==> src/rtl/rtcfc_pkg.sv <==
// Purpose: shared constants and types of the rtc function control block
// Assumes: 200 MHz system clock, 32.768 kHz oscillator level sampled synchronously
// Notes:   function control word packs exactly as its register bits 7..0

package rtcfc_pkg;

    // ------------------------------------------------------------
    // register map
    // ------------------------------------------------------------
    localparam logic [7:0] FUNC_CTRL_ADDR  = 8'h28;
    localparam logic [7:0] FLAGS_ADDR      = 8'h2B;
    localparam logic [7:0] FUNC_CTRL_RESET = 8'h00;
    localparam int         FLAG_PIF_BIT    = 7;

    // ------------------------------------------------------------
    // field encodings
    // ------------------------------------------------------------
    typedef enum logic [1:0] {
        RTCFC_PI_NONE = 2'h0,
        RTCFC_PI_SEC  = 2'h1,
        RTCFC_PI_MIN  = 2'h2,
        RTCFC_PI_HOUR = 2'h3
    } rtcfc_pi_t;

    localparam logic [2:0] COF_STATIC   = 3'h7;
    localparam logic [1:0] TS_MODE_INTERRUPT_B_PIN = 2'h1;
    localparam logic [1:0] TS_MODE_CLK  = 2'h2;
    localparam logic [1:0] TS_MODE_IN   = 2'h3;
    localparam logic [1:0] INTERRUPT_A_PIN_MODE_CK = 2'h0;
    localparam logic [1:0] INTERRUPT_A_PIN_MODE_IRQ = 2'h2;

    // ------------------------------------------------------------
    // timing counts
    // ------------------------------------------------------------
    localparam int          PRESCALE_BITS  = 15;
    localparam int          TAP_1HZ        = 14;
    localparam logic [6:0]  TICK256_MASK   = 7'h7F;
    localparam logic [11:0] SEC_LAST_MIN   = 12'h03B;
    localparam logic [11:0] SEC_LAST_HOUR  = 12'hE0F;
    localparam logic [1:0]  FRAC_LONG_DIV  = 2'h3;
    localparam logic [1:0]  FRAC_SHORT_DIV = 2'h2;
    localparam logic [4:0]  FRAC_LONG_CNT  = 5'h0E;
    localparam logic [4:0]  FRAC_CYCLE_CNT = 5'h19;
    localparam logic [6:0]  FRAC_SUM_LAST  = 7'h3F;
    localparam logic [19:0] HOUR_LIMIT_CAL = 20'h0_0017;
    localparam logic [19:0] HOUR_LIMIT_SW  = 20'hF_423F;

    // ------------------------------------------------------------
    // carriers
    // ------------------------------------------------------------
    typedef struct packed {
        logic       hundredths_mode;
        rtcfc_pi_t  periodic_irq_select;
        logic       count_mode_select;
        logic       stop_source_select;
        logic [2:0] clkout_freq_select;
    } rtcfc_func_t;

    typedef struct packed {
        logic [7:0] addr;
        logic       wr;
        logic       rd;
        logic [7:0] wdata;
    } rtcfc_reg_req_t;

    typedef struct packed {
        logic       clk_pin_disable;
        logic       clkout_invert;
        logic [1:0] ts_pin_io_mode;
        logic       ts_active_level;
        logic [1:0] interrupt_a_pin_pin_mode;
    } rtcfc_pin_cfg_t;

endpackage

==> src/rtl/rtcfc_prescaler.sv <==
// Purpose: divides the oscillator into square-wave taps and tick pulses
// Assumes: osc_level is synchronous to clk and far slower than it
// Notes:   taps are plain counter bits, so every divided wave is 50:50

`timescale 1ns/100ps
`default_nettype none

module rtcfc_prescaler (
    // clock and reset
    input  wire logic                                clk,
    input  wire logic                                reset_n,
    input  wire logic                                ce,
    // oscillator
    input  wire logic                                osc_level,
    // divided outputs
    output logic [rtcfc_pkg::PRESCALE_BITS-1:0]      taps,
    output logic                                     tick_256,
    output logic                                     tick_1hz
);

    logic osc_prev;
    logic osc_rise;

    assign osc_rise = ce & osc_level & ~osc_prev;
    assign tick_256 = osc_rise & (taps[6:0] == rtcfc_pkg::TICK256_MASK);
    assign tick_1hz = osc_rise & (&taps);

    always_ff @(posedge clk or negedge reset_n) begin
        if (!reset_n) begin
            osc_prev <= 1'b0;
            taps     <= '0;
        end else if (ce) begin
            osc_prev <= osc_level;
            if (osc_rise) begin
                taps <= taps + 1'b1;
            end
        end
    end
endmodule

`default_nettype wire

==> src/rtl/rtcfc_frac_div.sv <==
// Purpose: fractional divider making the 100 Hz tick from the 256 Hz tick
// Assumes: tick_256 already carries the clock enable
// Notes:   14 periods of 3 then 11 periods of 2 make 64 inputs per 25 outputs

`timescale 1ns/100ps
`default_nettype none

module rtcfc_frac_div (
    // clock and reset
    input  wire logic clk,
    input  wire logic reset_n,
    input  wire logic ce,
    // ticks
    input  wire logic tick_256,
    output logic      tick_100
);

    typedef enum logic {
        RTCFC_FR_LONG  = 1'b0,
        RTCFC_FR_SHORT = 1'b1
    } rtcfc_frac_state_t;

    rtcfc_frac_state_t state;
    rtcfc_frac_state_t next_state;
    logic [1:0]        phase;
    logic [4:0]        index;
    logic [1:0]        div_last;
    logic              last_tick;
    logic [6:0]        sum_in;

    assign div_last  = (state == RTCFC_FR_LONG) ? rtcfc_pkg::FRAC_LONG_DIV - 2'h1
                                                : rtcfc_pkg::FRAC_SHORT_DIV - 2'h1;
    assign tick_100  = tick_256 & (phase == div_last);
    assign last_tick = (index == rtcfc_pkg::FRAC_CYCLE_CNT - 5'h01);

    always_comb begin
        next_state = state;
        unique case (state)
            RTCFC_FR_LONG: begin
                if (index == rtcfc_pkg::FRAC_LONG_CNT - 5'h01) begin
                    next_state = RTCFC_FR_SHORT;
                end
            end
            RTCFC_FR_SHORT: begin
                if (last_tick) begin
                    next_state = RTCFC_FR_LONG;
                end
            end
        endcase
    end

    always_ff @(posedge clk or negedge reset_n) begin
        if (!reset_n) begin
            state <= RTCFC_FR_LONG;
            phase <= 2'h0;
            index <= 5'h00;
        end else if (ce && tick_256) begin
            phase <= tick_100 ? 2'h0 : phase + 2'h1;
            if (tick_100) begin
                state <= next_state;
                index <= last_tick ? 5'h00 : index + 5'h01;
            end
        end
    end

    // helper: input ticks seen inside one 25-output cycle
    always_ff @(posedge clk or negedge reset_n) begin
        if (!reset_n) begin
            sum_in <= 7'h00;
        end else if (tick_256) begin
            sum_in <= (tick_100 && last_tick) ? 7'h00 : sum_in + 7'h01;
        end
    end
endmodule

`default_nettype wire

==> src/rtl/rtcfc_function_control.sv <==
// Purpose: function control register of the rtc and the logic it steers
// Assumes: register port comes from the serial host interface, one access per strobe
// Notes:   counting itself lives outside; this block hands it ticks and limits

`timescale 1ns/100ps
`default_nettype none

// Functional notes
// - hundredths_mode set exposes hundredths and ticks at 0.01 s, else 1 s.
// - 100 Hz comes from 256 Hz by 14 divides of 3, 11 of 2.
// - periodic select 00 none, 01 second, 10 minute, 11 hour.
// - periodic select 00 holds the periodic timers in reset.
// - first periodic pulse lands between period minus one second and period.
// - periodic timers ignore the counting halt.
// - every periodic pulse sets periodic_irq_flag.
// - periodic pulses repeat even while the flag stays set.
// - periodic pulse width is independent of offset calibration.
// - count mode 0 is full calendar, 1 is hours up to 999999.
// - counting_halt stops counting in both count modes.
// - stop source 0 halts by bit only, 1 by bit or event pin.
// - clkout codes 0 to 6 pick frequencies; code 7 is static low, INTERRUPT_A_PIN released.
// - clock pin is push-pull, active from reset, low when disabled.
// - selected frequency also reaches event pin and INTERRUPT_A_PIN in clock mode.
// - clkout_invert inverts the wave except for code 7.
// - divided outputs are 50:50; only the raw oscillator may deviate.
// - the 1 Hz output gets no offset correction pulses.
// - writing 0 clears periodic_irq_flag, writing 1 leaves it.
module rtcfc_function_control (
    // clock and reset
    input  wire logic                      clk,
    input  wire logic                      reset_n,
    input  wire logic                      ce,
    // register port
    input  wire rtcfc_pkg::rtcfc_reg_req_t reg_req,
    output logic [7:0]                     reg_rdata,
    output logic                           reg_rvalid,
    // oscillator and neighbouring controls
    input  wire logic                      osc_level,
    input  wire logic                      counting_halt,
    input  wire rtcfc_pkg::rtcfc_pin_cfg_t pin_cfg,
    input  wire logic                      interrupt_a_pin_n_level,
    input  wire logic                      interrupt_b_pin_n_level,
    // timekeeping hand-off
    output logic                           count_tick,
    output logic                           hundredths_visible,
    output logic                           calendar_enable,
    output logic [19:0]                    hour_limit,
    output logic                           periodic_pulse,
    output logic                           periodic_irq_flag,
    // pins
    output logic                           clk_pin_out,
    input  wire logic                      event_input_pin_in,
    output logic                           event_input_pin_out,
    output logic                           event_input_pin_oe,
    output logic                           interrupt_a_pin_out,
    output logic                           interrupt_a_pin_oe
);

    // ------------------------------------------------------------
    // decode helpers
    // ------------------------------------------------------------
    function automatic logic is_static(input logic [2:0] code);
        return code == rtcfc_pkg::COF_STATIC;
    endfunction

    function automatic logic wave_pick(input logic [2:0] code,
                                       input logic       osc,
                                       input logic [14:0] taps);
        logic w;
        w = 1'b0;
        unique case (code)
            3'h0:    w = osc;
            3'h1:    w = taps[0];
            3'h2:    w = taps[1];
            3'h3:    w = taps[2];
            3'h4:    w = taps[3];
            3'h5:    w = taps[4];
            3'h6:    w = taps[rtcfc_pkg::TAP_1HZ];
            default: w = 1'b0;
        endcase
        return w;
    endfunction

    // ------------------------------------------------------------
    // register state
    // ------------------------------------------------------------
    rtcfc_pkg::rtcfc_func_t func;
    rtcfc_pkg::rtcfc_func_t next_func;

    logic        hit_func;
    logic        hit_flags;
    logic        wr_func;
    logic        wr_flags;
    logic        flag_clear;
    logic [7:0]  next_rdata;

    assign hit_func   = reg_req.addr == rtcfc_pkg::FUNC_CTRL_ADDR;
    assign hit_flags  = reg_req.addr == rtcfc_pkg::FLAGS_ADDR;
    assign wr_func    = ce & reg_req.wr & hit_func;
    assign wr_flags   = ce & reg_req.wr & hit_flags;
    assign flag_clear = wr_flags & ~reg_req.wdata[rtcfc_pkg::FLAG_PIF_BIT];
    assign next_func  = wr_func ? rtcfc_pkg::rtcfc_func_t'(reg_req.wdata) : func;
    assign next_rdata = hit_func  ? 8'(func) :
                        hit_flags ? {periodic_irq_flag, 7'h00} : 8'h00;

    always_ff @(posedge clk or negedge reset_n) begin
        if (!reset_n) begin
            func <= rtcfc_pkg::rtcfc_func_t'(rtcfc_pkg::FUNC_CTRL_RESET);
        end else if (ce) begin
            func <= next_func;
        end
    end

    always_ff @(posedge clk or negedge reset_n) begin
        if (!reset_n) begin
            reg_rdata  <= 8'h00;
            reg_rvalid <= 1'b0;
        end else if (ce) begin
            reg_rvalid <= reg_req.rd;
            if (reg_req.rd) begin
                reg_rdata <= next_rdata;
            end
        end
    end

    // ------------------------------------------------------------
    // prescaler and fractional divider
    // ------------------------------------------------------------
    logic [14:0] taps;
    logic        tick_256;
    logic        tick_1hz;
    logic        tick_100;

    rtcfc_prescaler u_prescaler (
        .clk       (clk),
        .reset_n   (reset_n),
        .ce        (ce),
        .osc_level (osc_level),
        .taps      (taps),
        .tick_256  (tick_256),
        .tick_1hz  (tick_1hz)
    );

    rtcfc_frac_div u_frac_div (
        .clk      (clk),
        .reset_n  (reset_n),
        .ce       (ce),
        .tick_256 (tick_256),
        .tick_100 (tick_100)
    );

    // ------------------------------------------------------------
    // halt control and count tick
    // ------------------------------------------------------------
    logic pin_is_input;
    logic pin_halt;
    logic halted;
    logic res_tick;

    assign pin_is_input = pin_cfg.ts_pin_io_mode == rtcfc_pkg::TS_MODE_IN;
    // level 0 means active high, so a pin that differs from it is active and halts
    assign pin_halt     = func.stop_source_select & pin_is_input
                        & (event_input_pin_in ^ pin_cfg.ts_active_level);
    assign halted       = counting_halt | pin_halt;
    assign res_tick     = func.hundredths_mode ? tick_100 : tick_1hz;

    always_ff @(posedge clk or negedge reset_n) begin
        if (!reset_n) begin
            count_tick <= 1'b0;
        end else if (ce) begin
            count_tick <= res_tick & ~halted;
        end
    end

    assign hundredths_visible = func.hundredths_mode;
    assign calendar_enable    = ~func.count_mode_select;
    assign hour_limit         = func.count_mode_select ? rtcfc_pkg::HOUR_LIMIT_SW
                                                       : rtcfc_pkg::HOUR_LIMIT_CAL;

    // ------------------------------------------------------------
    // periodic interrupt timers
    // ------------------------------------------------------------
    logic [11:0] sec_cnt;
    logic [11:0] sec_last;
    logic        pi_on;
    logic        pi_fire;

    // seconds from the free prescaler, never from the halted count path
    assign pi_on    = func.periodic_irq_select != rtcfc_pkg::RTCFC_PI_NONE;
    assign sec_last = (func.periodic_irq_select == rtcfc_pkg::RTCFC_PI_HOUR) ?
                      rtcfc_pkg::SEC_LAST_HOUR :
                      (func.periodic_irq_select == rtcfc_pkg::RTCFC_PI_MIN) ?
                      rtcfc_pkg::SEC_LAST_MIN : 12'h000;
    assign pi_fire  = pi_on & tick_1hz & (sec_cnt >= sec_last);

    always_ff @(posedge clk or negedge reset_n) begin
        if (!reset_n) begin
            sec_cnt <= 12'h000;
        end else if (ce) begin
            if (!pi_on) begin
                sec_cnt <= 12'h000;
            end else if (tick_1hz) begin
                sec_cnt <= pi_fire ? 12'h000 : sec_cnt + 12'h001;
            end
        end
    end

    // fixed one-cycle pulse from the uncorrected prescaler
    always_ff @(posedge clk or negedge reset_n) begin
        if (!reset_n) begin
            periodic_pulse <= 1'b0;
        end else if (ce) begin
            periodic_pulse <= pi_fire;
        end
    end

    // set wins over a clear in the same cycle
    always_ff @(posedge clk or negedge reset_n) begin
        if (!reset_n) begin
            periodic_irq_flag <= 1'b0;
        end else if (ce) begin
            if (pi_fire) begin
                periodic_irq_flag <= 1'b1;
            end else if (flag_clear) begin
                periodic_irq_flag <= 1'b0;
            end
        end
    end

    // ------------------------------------------------------------
    // clock output and pin drivers
    // ------------------------------------------------------------
    logic raw_wave;
    logic cof_static;
    logic out_wave;
    logic next_clk_pin;
    logic next_ts_out;
    logic next_ts_oe;
    logic next_interrupt_a_pin_out;
    logic next_interrupt_a_pin_oe;

    // 1 Hz is a plain prescaler tap, so no correction pulse reaches it
    assign raw_wave   = wave_pick(func.clkout_freq_select, osc_level, taps);
    assign cof_static = is_static(func.clkout_freq_select);
    assign out_wave   = cof_static ? 1'b0 : raw_wave ^ pin_cfg.clkout_invert;

    assign next_clk_pin = ~pin_cfg.clk_pin_disable & out_wave;
    assign next_ts_oe   = (pin_cfg.ts_pin_io_mode == rtcfc_pkg::TS_MODE_CLK)
                        | (pin_cfg.ts_pin_io_mode == rtcfc_pkg::TS_MODE_INTERRUPT_B_PIN);
    assign next_ts_out  = (pin_cfg.ts_pin_io_mode == rtcfc_pkg::TS_MODE_CLK) ? out_wave
                        : (pin_cfg.ts_pin_io_mode == rtcfc_pkg::TS_MODE_INTERRUPT_B_PIN) & interrupt_b_pin_n_level;
    assign next_interrupt_a_pin_out = 1'b0;
    assign next_interrupt_a_pin_oe  = (pin_cfg.interrupt_a_pin_pin_mode == rtcfc_pkg::INTERRUPT_A_PIN_MODE_CK)
                         ? (~cof_static & ~out_wave)
                         : (pin_cfg.interrupt_a_pin_pin_mode == rtcfc_pkg::INTERRUPT_A_PIN_MODE_IRQ) & ~interrupt_a_pin_n_level;

    // open-drain INTERRUPT_A_PIN only ever pulls low
    always_ff @(posedge clk or negedge reset_n) begin
        if (!reset_n) begin
            clk_pin_out         <= 1'b0;
            event_input_pin_out <= 1'b0;
            event_input_pin_oe  <= 1'b0;
            interrupt_a_pin_out <= 1'b0;
            interrupt_a_pin_oe  <= 1'b0;
        end else if (ce) begin
            clk_pin_out         <= next_clk_pin;
            event_input_pin_out <= next_ts_out;
            event_input_pin_oe  <= next_ts_oe;
            interrupt_a_pin_out <= next_interrupt_a_pin_out;
            interrupt_a_pin_oe  <= next_interrupt_a_pin_oe;
        end
    end
endmodule

`default_nettype wire

==> config.mk <==
export PLATFORM = sky130hd
export DESIGN_NAME = rtcfc_function_control
export DESIGN_NICKNAME = d
export VERILOG_FILES = /design/src/rtl/rtcfc_pkg.sv /design/src/rtl/rtcfc_prescaler.sv /design/src/rtl/rtcfc_frac_div.sv /design/src/rtl/rtcfc_function_control.sv
export SDC_FILE = /design/constraint.sdc
export NUM_CORES = 1
export LEC_CHECK = 0
export ABC_CLOCK_PERIOD_IN_PS = 2500
export BUFFER_PORTS_ARGS = -buffer_cell sky130_fd_sc_hd__buf_4
export CELL_PAD_IN_SITES_DETAIL_PLACEMENT = 0
export CELL_PAD_IN_SITES_GLOBAL_PLACEMENT = 1
export CORE_MARGIN = 2
export CORE_UTILIZATION = 41
export DETAILED_ROUTE_END_ITERATION = 8
export PLACE_DENSITY = 0.77
export SETUP_SLACK_MARGIN = 0.5
export SLEW_MARGIN = 10
export SYNTH_ARGS = -nofsm -noshare
export SYNTH_HDL_FRONTEND = slang
export SYNTH_SLANG_ARGS = --single-unit
==> constraint.sdc <==
create_clock -name clk -period 2.5 [get_ports clk]
set_input_delay 0.5 -clock clk [delete_from_list [all_inputs] [get_ports clk]]
set_output_delay 0.5 -clock clk [all_outputs]
set_load 0.1 [all_outputs]
## After elaboration in Yosys (flattened, before gate mapping)

Index checks and enable logic that the tools add are counted.

| word-level totals | value |
|---|---|
| output and inout port bits | 39 |
| input bits | 33 |
| register bits after elaboration | 60 |
| word-level logic and storage cells | 109 |

| operators by class | value |
|---|---|
| magnitude comparators | 1 |
| multiplexer cells | 21 |
| add/sub/neg operators | 4 |
| bitwise logic cells | 31 |
| equality and inequality tests | 20 |
| reductions and logical operators | 12 |

Operators with widths:

| operator | number |
|---|---|
| 12-bit 2-to-1 mux | 4 |
| 20-bit 2-to-1 mux | 1 |
| 1-bit bitwise AND | 18 |
| 8-bit by 6-bit equality test with 1-bit output, second input constant | 2 |
| 8-bit 2-to-1 mux | 2 |
| 15-bit by 1-bit adder with 15-bit output, second input constant | 1 |
| 15-bit AND reduction | 1 |
| 12-bit by 1-bit adder with 12-bit output, second input constant | 1 |
| 3-bit equality test, second input constant | 4 |
| 12-bit >= comparator | 1 |
| 2-bit AND reduction | 6 |
| 2-bit equality test, second input constant | 5 |
| 1-bit inverter | 9 |
| 1-bit 2-to-1 mux | 8 |
| 7-bit equality test, second input constant | 1 |
| 1-bit case mux with 7 select lines | 1 |
| 3-bit by 2-bit equality test with 1-bit output, second input constant | 2 |
| 6-bit 2-to-1 mux | 1 |
| 5-bit by 1-bit adder with 5-bit output, second input constant | 1 |
| 5-bit by 4-bit equality test with 1-bit output, second input constant | 1 |
| 5-bit equality test, second input constant | 1 |
| 5-bit 2-to-1 mux | 1 |
| 2-bit 2-to-1 mux | 2 |
| 2-bit nonzero test | 2 |
| other kinds (11) | 13 |

## Longest topological paths before layout

Gate-level depths: netlist of run 1.

| logic depth | value |
|---|---|
| depth in word-level cells | 8 |
| mapped depth | 8 |
| gate-level depth less buffers | 7 |

## Hierarchy

Synthesis of run 1 repeated with hierarchy kept, for this count alone.

| unflattened totals | value |
|---|---|
| cell total of the unflattened synthesis | 342 |
| area, all modules | 3489.6 um^2 |

Modules (own cells, without submodules):

| module | area each (um^2) | instances | cells an instance | seq. area each (um^2) |
|---|---|---|---|---|
| rtcfc_function_control | 2262.2 | 1 | 231 | 900.9 |
| rtcfc_prescaler | 740.7 | 1 | 63 | 400.4 |
| rtcfc_frac_div | 486.7 | 1 | 48 | 200.2 |

## Worst setup path after synthesis of run 1

No wires, ideal clock.

| path | value |
|---|---|
| path kind | register to register |
| from | reg func[6] in the netlist's numbering |
| to | reg sec_cnt[3] |
| clock period less this slack | 2.209 ns |
| slack | 0.291 ns |
| path buffers | 1 |
| library setup time | 0.147 ns |
| cell stages (with the launch flop) | 8 |
| arrival time | 2.062 ns |
| required time | 2.353 ns |
| cell sequence | dfrtp_1 > clkbuf_1 > nand2_1 > ha_1 > nand3_1 > or4_1 > a21boi_4 > nor4_1 |

| between the ends | value |
|---|---|
| word-level cells in the longest chain between the ends | 8 |
| elaborated cells on any way between the ends | 13 |
| classes of those cells | 1 x order compare; 3 x eq/ne; 5 x mux; 2 x bitwise; 2 x reduce/logical |

RTL lines:

| element | line | RTL |
|---|---|---|
| start: declaration | rtcfc_function_control.sv:87 | `rtcfc_pkg::rtcfc_func_t func;` |
| start signal: assignment | rtcfc_function_control.sv:108 | `func <= rtcfc_pkg::rtcfc_func_t'(rtcfc_pkg::FUNC_CTRL_RESET);` |
| start signal: assignment | rtcfc_function_control.sv:110 | `func <= next_func;` |
| 2-bit equality test | rtcfc_function_control.sv:192 | `(func.periodic_irq_select == rtcfc_pkg::RTCFC_PI_MIN) ?` |
| 6-bit 2-to-1 mux | rtcfc_function_control.sv:192 |  |
| 12-bit 2-to-1 mux | rtcfc_function_control.sv:190 | `assign sec_last = (func.periodic_irq_select == rtcfc_pkg::RTCFC_PI_HOUR) ?` |
| 12-bit >= comparator | rtcfc_function_control.sv:194 | `assign pi_fire = pi_on & tick_1hz & (sec_cnt >= sec_last);` |
| 1-bit bitwise AND | rtcfc_function_control.sv:194 |  |
| 12-bit 2-to-1 mux | rtcfc_function_control.sv:203 | `sec_cnt <= pi_fire ? 12'h000 : sec_cnt + 12'h001;` |
| 12-bit 2-to-1 mux | rtcfc_function_control.sv:202 | `end else if (tick_1hz) begin` |
| 12-bit 2-to-1 mux | rtcfc_function_control.sv:200 | `if (!pi_on) begin` |
| end signal: assignment | rtcfc_function_control.sv:203 |  |
| end: declaration | rtcfc_function_control.sv:183 | `logic [11:0] sec_cnt;` |

Several ways; a longest one is shown, not always the timed one. The select of a mux whose other input is x is not followed.
A chain may end at the register's enable or synchronous reset.

## Worst setup path after layout of run 1

| path | value |
|---|---|
| from | reg func[6] in the netlist's numbering |
| to | reg sec_cnt[7] |

The elaborated chain is that of the path after synthesis.

==> results of run 1 <==
-- registers in the layout (all words and copies together), names as in the netlist --
| register | count |
|---|---|
| u_prescaler.taps | 15 |
| reg_rdata | 8 |
| sec_cnt | 12 |
| event_input_pin_out | 1 |
| u_prescaler.osc_prev | 1 |
| u_frac_div.state | 1 |
| hundredths_visible | 1 |
| periodic_pulse | 1 |
| periodic_irq_flag | 1 |
| func | 7 |
| event_input_pin_oe | 1 |
| count_tick | 1 |
| u_frac_div.phase | 2 |
| interrupt_a_pin_oe | 1 |
| reg_rvalid | 1 |
| clk_pin_out | 1 |
| u_frac_div.index | 5 |
-- cells in the final DEF, fill, tap and decap left out, types with 3 or more instances in the layout --
cell	count
nor3_2	3
o31ai_1	3
nand4b_1	4
clkbuf_8	9
nor2_1	15
ha_4	3
xor2_1	6
nor3_1	6
nor3b_1	5
a22o_1	11
dfrtp_1	58
mux2i_1	8
buf_4	79
clkinv_2	3
mux2_4	8
nand2_1	31
o211ai_1	3
inv_1	13
nand4_1	10
xnor2_1	12
a21oi_1	3
and3_1	3
conb_1	13
o21ai_0	16
buf_6	6
nand3_1	11
mux2_2	3
a31oi_1	4
ha_1	12
-- critical path: stages (launching register included) --
cell and delay [ns]:
dfrtp_2 0.50, nand2_8 0.10, ha_4 0.29, nand3_4 0.08, or4_4 0.58, a21boi_4 0.18, buf_6 0.15, nor4_4 0.04
-- power breakdown --
group | internal, mW | total [mW] | switching [mW]
logic | 0.173 | 0.490 | 0.316
registers | 1.03 | 1.09 | 0.0622
clock network | 0.452 | 0.848 | 0.396
-- metal layers --
layer	global-route usage (%)	vias up	routed length [um]
met2	30.8	75	3900
met4	8.81	0	140
met1	24.0	1337	3560
met3	2.98	9	420
met5	0	-	0
li1	-	1330	-
-- worst max-delay path by stage --
stage | startpoint | to | slack, ns | cells after the start
floorplan | func[6]$_DFFE_PN0P_ | sec_cnt[3]$_DFFE_PN0P_ | 0.48 | 8
detailed placement | reg_req[14] | hundredths_visible$_DFFE_PN0P_ | 0.20 | 5
global route | func[6]$_DFFE_PN0P_ | sec_cnt[7]$_DFFE_PN0P_ | 0.41 | 7
global placement | reg_req[14] | func[3]$_DFFE_PN0P_ | 0.27 | 5
finish | func[6]$_DFFE_PN0P_ | sec_cnt[7]$_DFFE_PN0P_ | 0.46 | 7
CTS | u_prescaler.taps[0]$_DFFE_PN0P_ | sec_cnt[11]$_DFFE_PN0P_ | 0.46 | 7
-- what timing repair did --
item,4_1_cts,5_1_grt
setup endpoints to repair,19,18
resized for setup,20,19
setup buffers,9,14
pin swaps,13,11
-- stage by stage --
step	utilization, %	hold WS, ns	cell area (um2)
after floorplan	-	0.204	3530
after global placement	47.8	0.457	3900
after detailed placement	47.8	0.464	3900
after CTS	52.1	0.257	4260
after global routing	54.5	0.278	4460
final	54.5	0.218	4460
-- cells by family after synthesis --
family          synth area share [%]
simple gates                    17.6
flops                           43.4
compound gates                  12.3
buf+inv                         7.97
mux                             7.71
xor+xnor                        4.56
fa+ha+maj                       6.15
other cells                    0.217
-- cell type report --
| type | count | area (um2) | share of cell area (%) |
|---|---|---|---|
| clock inverters | 5 | 53.8 | 1.21 |
| repair buffers | 86 | 676 | 15.2 |
| flip-flops and latches | 60 | 1500 | 33.7 |
| clock buffers | 10 | 128 | 2.86 |
| well taps | 105 | 131 | 2.95 |
| inverters | 14 | 52.6 | 1.18 |
| multi-input cells | 239 | 1910 | 42.9 |
==> flow_metrics.tcl, run 1 <==
set metrics [dict create \
    max_freq_mhz 489 \
    firstDrtPassIters 4 \
    instances_no_fill 519 \
    cts.sinks 60 \
    post-route-period-util_pct 81.7 \
    postCtsHoldBufs 0 \
    yosys.cell_types.count 54 \
    worstRegToRegCells 7 \
    antenna_found_initial 0 \
    synthArstFlopShare_pct 100 \
    finalNetCount 460 \
    avgSynthCellArea_um2 10.3 \
    synth_top_area_cell "dfrtp_1" \
    layout-drive-gt1-share_pct 35.5 \
    ios 72 \
    setup_viol 0 \
    routabilityCongestion 0.774 \
    ys_ff_latch 60 \
    yosys-top-cells-area "dfrtp_1 43%, ha_1 6.2%, buf_4 5.0%, nand2_1 3.6%, mux2_4 3.5%" \
    r2r-end "sec_cnt[7]$_DFFE_PN0P_" \
    rrSetupSlack_ns 0.46 \
    finalPower_mw 2.43 \
    grt_pass1_wl_um 12900 \
    grt_max_degree 61 \
    die_h_um 95.8 \
    dp_hpwl_um 5470 \
    dpl.cell_count 481 \
    netlist_area_um2 3460 \
    num_rows 33 \
    timing.rr.start "func[6]$_DFFE_PN0P_" \
    die_x_um 95.8 \
    ant_nets 0 \
    hold_class "in -> async" \
    cts_tree "done" \
    grt-ovfl-total 0 \
    grt_use_total_pct 18.7 \
    report.final.slew_viol_count 0 \
    fillers 724 \
    slew_headroom_pct 49.0 \
    cts_inserted_buffers 9 \
    yosysMostFrequentCell "dfrtp_1" \
    rsz0062_at_grt "yes" \
    status "complete, no violations" \
    num_vias 2751 \
    drt_iter0_drc 89 \
    finalCriticalPeriod_ns 2.04 \
    synth_edf_count 0 \
    synth_seq_area_share_pct 43.4 \
    drc 0 \
    post-place-ws_ns 0.202 \
    cts_root_buffer "clkbuf_8" \
    core_region_area_um2 8180 \
    yosysWarnings 0 \
    maxCapViolations 0 \
    wl_per_cell_um 15.4 \
    start_util_pct 42.3 \
    arrival_ns 2.26 \
    synth_top_area_share_pct 43.4 \
    synth_common_cells "60 x dfrtp_1, 33 x nand2_1, 23 x buf_4, 17 x ha_1, 17 x o21ai_0" \
    htree_levels 3 \
    p_per_area_nw_per_um2 544 \
    finClkSkew_ns 0.0134 \
    clk_pin_slew_ns 0.08 \
    die-area_um2 9180 \
    crit_fanout 5 \
    worstPathRequired_ns 2.71 \
    synth-main-ff-cell "dfrtp_1" \
    routed_wl_um 8020 \
    io_buffers 58 \
    final_hold_viol_count 0 \
    clk_path_buf_depth 2 \
    via_per_inst 5.30 \
    power_leakage_nw 1.99 \
    grt_pass1_vias 2612 \
    num_antenna_cells 0 \
    finalWorstSetupSlack_ns 0.457 \
    setup.worst_path.class "reg -> reg" \
    areaGrowthSynthToFinish_pct 29.0 \
    cp-end-kind "flop" \
    synthCells 334 \
    tns_ns 0 \
    clk_latency_ns 0.34 \
    cp-start-kind "flop" \
    worst_pin_slew_ns 0.765 \
    vdd_ir_drop_max_uv 330 \
]
Power figures use the tool's default switching activity.
==> run 2, diff against run 1 <==
--- a/config.mk
+++ b/config.mk
@@ -5,7 +5,7 @@
 export SDC_FILE = /design/constraint.sdc
 export NUM_CORES = 1
 export LEC_CHECK = 0
-export ABC_CLOCK_PERIOD_IN_PS = 2500
+export ABC_CLOCK_PERIOD_IN_PS = 2000
 export BUFFER_PORTS_ARGS = -buffer_cell sky130_fd_sc_hd__buf_4
 export CELL_PAD_IN_SITES_DETAIL_PLACEMENT = 0
 export CELL_PAD_IN_SITES_GLOBAL_PLACEMENT = 1
==> constraint.sdc (replaced) <==
create_clock -name clk -period 2 [get_ports clk]
set_input_delay 0.4 -clock clk [delete_from_list [all_inputs] [get_ports clk]]
set_output_delay 0.4 -clock clk [all_outputs]
set_load 0.1 [all_outputs]
==> flow_metrics.tcl, run 2 (synthesis results as in run 1) <==
set metrics [dict create \
    status "complete, no violations" \
    largest_reg_flops 15 \
    htree_levels 3 \
    num_rows 33 \
    largestRegisters "u_prescaler.taps x15, sec_cnt x12, reg_rdata x8" \
    arrival_ns 2.22 \
    multi_input_area_um2 2020 \
    die_h_um 95.8 \
    routed_wl_um 8830 \
    wl_met1_um 3940 \
    report.final.slew_viol_count 0 \
    routabilityCongestion 0.793 \
    timing.rr.start "func[5]$_DFFE_PN0P_" \
    tns_ns 0 \
    fin_util_pct 61.1 \
    p_per_area_nw_per_um2 634 \
    areaGrowthSynthToFinish_pct 44.6 \
    worst_pin_slew_ns 0.771 \
    dr_wl_met2_um 4360 \
    grt-ovfl-total 0 \
    finalNetCount 489 \
    grt_pass1_wl_um 14100 \
    via_per_inst 5.33 \
    critical_path.startpoint "func[5]$_DFFE_PN0P_" \
    setup_viol 0 \
    firstDrtPassIters 4 \
    hp-start "pin_cfg[6]" \
    drt_iter0_drc 139 \
    cts_root_buffer "clkbuf_8" \
    num_vias 2926 \
    dpl.cell_count 503 \
    final_common_cell "buf_4" \
    post-place-ws_ns -0.0401 \
    power_leakage_nw 2.24 \
    vdd_ir_drop_max_uv 412 \
    post-route-period-util_pct 99.3 \
    finalCriticalPeriod_ns 1.99 \
    clk_latency_ns 0.35 \
    ff_latch_area_um2 1510 \
    slew_headroom_pct 48.5 \
    cts_tree "done" \
    clk_pin_slew_ns 0.08 \
    ant_nets 0 \
    instances_no_fill 549 \
    maxCapViolations 0 \
    wl_per_cell_um 16.1 \
    layout-drive-gt1-share_pct 43.5 \
    grt_pass1_vias 2857 \
    rsz0062_at_grt "yes" \
    max_freq_mhz 504 \
    holdWs_ns 0.235 \
    setup.worst_path.class "reg -> reg" \
    finalWorstSetupSlack_ns 0.0145 \
    fillers 632 \
    dr.max_layer_used "met4" \
    dp_hpwl_um 5780 \
    drc 0 \
    grt_use_total_pct 19.9 \
    largest_register "u_prescaler.taps" \
    core_region_area_um2 8180 \
    dr_wl_met3_um 397 \
    final_hold_viol_count 0 \
    num_antenna_cells 0 \
    worstPathRequired_ns 2.24 \
    hold_class "in -> reg" \
    ios 72 \
    start_util_pct 42.3 \
    cp-end-kind "flop" \
    io_buffers 58 \
    cp-start-kind "flop" \
    cts.sinks 60 \
    finClkSkew_ns 0.0104 \
    die_x_um 95.8 \
    die-area_um2 9180 \
    clk_path_buf_depth 2 \
    antenna_found_initial 0 \
    grt_max_degree 39 \
    crit_fanout 8 \
    cts_inserted_buffers 9 \
    final_cell_mix "80 x buf_4, 57 x dfrtp_1, 29 x nand2_1" \
]
## run 2: report_power, final
| group | internal (mW) | switching (mW) | total, mW |
|---|---|---|---|
| Combinational | 0.258 | 0.429 | 0.687 |
| Clock | 0.581 | 0.540 | 1.12 |
| Sequential | 1.28 | 0.0818 | 1.36 |
## run 2: repair_timing
| item | in CTS | in global routing |
|---|---|---|
| setup buffers | 19 | 9 |
| gates resized for setup | 49 | 52 |
| hold buffers | 1 | 0 |
| gates cloned | 1 | 0 |
| endpoints found under the setup margin | 50 | 49 |
| endpoints found under the hold margin | 22 | 0 |
| pin swaps | 22 | 21 |
## run 2: through the flow
stage          power (mW)  cell area (um2)
4_1_cts              3.13             4680
2_1_floorplan        1.79             3570
3_3_place_gp         1.95             4110
5_1_grt              3.32             5000
3_5_place_dp         1.97             4110
6_report             3.17             5000
## run 2: layer usage
| layer | track usage, % | vias to the layer above |
|---|---|---|
| li1 | - | 1389 |
| met1 | 27.5 | 1440 |
| met2 | 31.6 | 82 |
| met3 | 4.23 | 15 |
| met4 | 6.07 | 0 |
| met5 | 0 | - |
## run 2: final timing paths
path                       slack (ns)                          endpoint  cells after the start
setup / recovery                 0.01            sec_cnt[6]$_DFFE_PN0P_                      7
hold / removal                   0.24           clk_pin_out$_DFFE_PN0P_                      2
setup reg to reg                 0.01            sec_cnt[6]$_DFFE_PN0P_                      7
hold reg to reg                  0.47  u_prescaler.taps[11]$_DFFE_PN0P_                      1
max in group asynchronous        1.00  u_prescaler.taps[12]$_DFFE_PN0P_                      3
min in group asynchronous        0.48   event_input_pin_out$_DFFE_PN0P_                      2
## run 2: final cells by class
cell class | instances | area share (%)
flip-flops and latches | 60 | 30.1
clock inverters | 7 | 1.50
repair buffers | 114 | 21.9
inverters | 14 | 1.05
well taps | 105 | 2.63
clock buffers | 9 | 2.48
multi-input cells | 240 | 40.3
## run 2: critical path: stages, from the launching register on
cell	delay [ns]
dfrtp_1	0.42
nand2_4	0.11
ha_4	0.29
nand3_4	0.08
or4_4	0.58
a21boi_4	0.19
buf_12	0.14
nor4_2	0.05
==> run 3, diff against run 2 <==
--- a/config.mk
+++ b/config.mk
@@ -5,14 +5,17 @@
 export SDC_FILE = /design/constraint.sdc
 export NUM_CORES = 1
 export LEC_CHECK = 0
+export ABC_AREA = 1
 export ABC_CLOCK_PERIOD_IN_PS = 2000
 export BUFFER_PORTS_ARGS = -buffer_cell sky130_fd_sc_hd__buf_4
+export CAP_MARGIN = 20
 export CELL_PAD_IN_SITES_DETAIL_PLACEMENT = 0
 export CELL_PAD_IN_SITES_GLOBAL_PLACEMENT = 1
 export CORE_MARGIN = 2
 export CORE_UTILIZATION = 41
 export DETAILED_ROUTE_END_ITERATION = 8
-export PLACE_DENSITY = 0.77
+export HOLD_SLACK_MARGIN = 0.02
+export PLACE_DENSITY = 0.8
 export SETUP_SLACK_MARGIN = 0.5
 export SLEW_MARGIN = 10
 export SYNTH_ARGS = -nofsm -noshare
==> flow_metrics.tcl, run 3 <==
set metrics [dict create \
    holdWs_ns 0.293 \
    whs_path_depth 3 \
    io_buffers 58 \
    yosysWarnings 0 \
    rsz0062_at_grt "yes" \
    hold_class "in -> reg" \
    routabilityCongestion 0.806 \
    path_buf_inv 1 \
    post-route-period-util_pct 85.2 \
    crit_fanout 7 \
    start_util_pct 42.2 \
    firstDrtPassIters 4 \
    routed_wl_um 8620 \
    r2r-end "sec_cnt[10]$_DFFE_PN0P_" \
    areaGrowthSynthToFinish_pct 31.3 \
    cpPeakStageDelay_ns 0.42 \
    p_per_area_nw_per_um2 686 \
    vdd_ir_drop_max_uv 431 \
    grt.busiest_layer "met2" \
    ys_ff_latch 60 \
    synthArstFlopShare_pct 100 \
    netlist_area_um2 3680 \
    clk_path_buf_depth 2 \
    cp-start-kind "flop" \
    maxCapViolations 0 \
    grt_util_met3_pct 3.12 \
    grt_max_degree 32 \
    crit_cells 11 \
    largest_reg_flops 15 \
    arrival_ns 1.94 \
    synth_common_cells "126 x nand2_1, 60 x dfrtp_1, 60 x inv_1, 28 x nor2_1, 27 x nand3_1" \
    crit_end "sec_cnt[10]$_DFFE_PN0P_" \
    grt_pass1_vias 2988 \
    worstRegToRegCells 11 \
    power_leakage_nw 2.60 \
    rrSetupSlack_ns 0.30 \
    num_rows 34 \
    avgSynthCellArea_um2 7.96 \
    die-area_um2 9740 \
    met1_usage_pct 24.6 \
    yosysMostFrequentCell "nand2_1" \
    slew_headroom_pct 65.1 \
    via_per_inst 4.76 \
    post-place-ws_ns 0.198 \
    setup.worst_path.class "reg -> reg" \
    num_vias 3121 \
    report.final.slew_viol_count 0 \
    cp_top_family "simple AND/OR/NAND/NOR gates" \
    core_region_area_um2 8720 \
    timing.rr.start "func[5]$_DFFE_PN0P_" \
    critical_path.startpoint "func[5]$_DFFE_PN0P_" \
    finalWorstSetupSlack_ns 0.296 \
    synth-main-ff-cell "dfrtp_1" \
    finalCriticalPeriod_ns 1.70 \
    ios 72 \
    die_x_um 98.7 \
    yosys.cell_types.count 37 \
    cts.sinks 60 \
    finClkSkew_ns 0.0116 \
    final_common_cell "nand2_1" \
    max_freq_mhz 587 \
    worstPathRequired_ns 2.24 \
    synth_top_area_share_pct 40.8 \
    fin_util_pct 55.4 \
    final_hold_viol_count 0 \
    drc 0 \
    drt_iter0_drc 130 \
    htree_levels 3 \
    status "complete, no violations" \
    layout-drive-gt1-share_pct 28.8 \
    die_h_um 98.7 \
    synth_edf_count 0 \
    synthCells 462 \
    setup_viol 0 \
    tns_ns 0 \
    cts_root_buffer "clkbuf_8" \
    synth_top_area_cell "dfrtp_1" \
    cp_slowest_cell "dfrtp_1" \
    grt-ovfl-total 0 \
    final_cell_mix "123 x nand2_1, 72 x buf_4, 55 x dfrtp_1" \
    num_antenna_cells 0 \
    grt_pass1_wl_um 14300 \
    crit_path_cell_trace "nand2_4, ha_4, nand2_4, nor2_4, inv_2, nor2_1, nand2_1, nand3_4, nand2_4, nand4_1, nand2_1" \
    grt_use_met2_pct 30.0 \
    grt_use_total_pct 18.3 \
    wl_per_cell_um 13.1 \
    cp-end-kind "flop" \
    cts_tree "done" \
    yosys-top-cells-area "dfrtp_1 41%, nand2_1 13%, inv_1 6.1%, ha_1 5.8%, buf_4 4.7%" \
    cp_common_cell "nand2_4" \
    largestRegisters "u_prescaler.taps x15, sec_cnt x12, reg_rdata x8" \
    largest_register "u_prescaler.taps" \
    clk_pin_slew_ns 0.08 \
    ant_nets 0 \
    worst_pin_slew_ns 0.522 \
    synth_seq_area_share_pct 40.8 \
    cts_inserted_buffers 9 \
    antenna_found_initial 0 \
    clk_latency_ns 0.35 \
    finalNetCount 593 \
    dp_hpwl_um 6190 \
]
[run 3: layout make-up]
type,count,area [um2]
clock inverter,7,101
fill,824,3890
timing repair buffer,87,769
multi-input combinational,321,1940
inverter,63,245
sequential,60,1510
tap,108,135
clock buffer,9,124
timing repair inverter,1,5.00
[run 3: timing repair]
action / in CTS / in global routing
setup endpoints to repair: 28 / 39
gates cloned: 1 / 1
hold buffers: 1 / 0
pin swaps: 8 / 9
setup buffers: 8 / 12
endpoints found under the hold margin: 28 / 0
gates resized for setup: 32 / 39
[run 3: logic make-up after synthesis]
logic type | after synthesis | synth area share [%]
fa+ha+maj | 17 | 5.79
simple gates | 229 | 29.1
compound gates | 39 | 6.26
buf+inv | 93 | 12.6
xor+xnor | 22 | 5.24
flops | 60 | 40.8
other cells | 2 | 0.204
[run 3: worst min-delay path by stage]
stage                                           to  slack, ns       start
finish                         func[4]$_DFFE_PN0P_       0.29  reg_req[4]
global route                   func[4]$_DFFE_PN0P_       0.30  reg_req[4]
CTS                            func[4]$_DFFE_PN0P_       0.28  reg_req[4]
detailed placement  interrupt_a_pin_oe$_DFFE_PN0P_       0.38     reset_n
global placement    interrupt_a_pin_oe$_DFFE_PN0P_       0.37     reset_n
floorplan                  clk_pin_out$_DFFE_PN0P_       0.10     reset_n
[run 3: tightest hold or removal path, cell delays in order]
cell	delay, ns
buf_4	0.07
nor2_1	0.03
a21oi_1	0.10
[run 3: stage by stage]
stage | power (mW) | instances | instance area, um2
after floorplan | 1.79 | 473 | 3750
after detailed placement | 1.93 | 617 | 4160
after global routing | 3.47 | 656 | 4830
final | 3.31 | 656 | 4830
after global placement | 1.92 | 617 | 4160
after CTS | 3.22 | 643 | 4580
[run 3: per-layer routing]
layer / routed length [um] / vias up
met5: 0 / -
met2: 4170 / 62
met3: 335 / 11
met1: 3970 / 1436
met4: 140 / 0
li1: - / 1612
[run 3: where the power goes]
| group | switching (mW) | internal [mW] |
|---|---|---|
| logic | 0.440 | 0.266 |
| clock network | 0.532 | 0.707 |
| registers | 0.0823 | 1.29 |
| total | 1.05 | 2.26 |
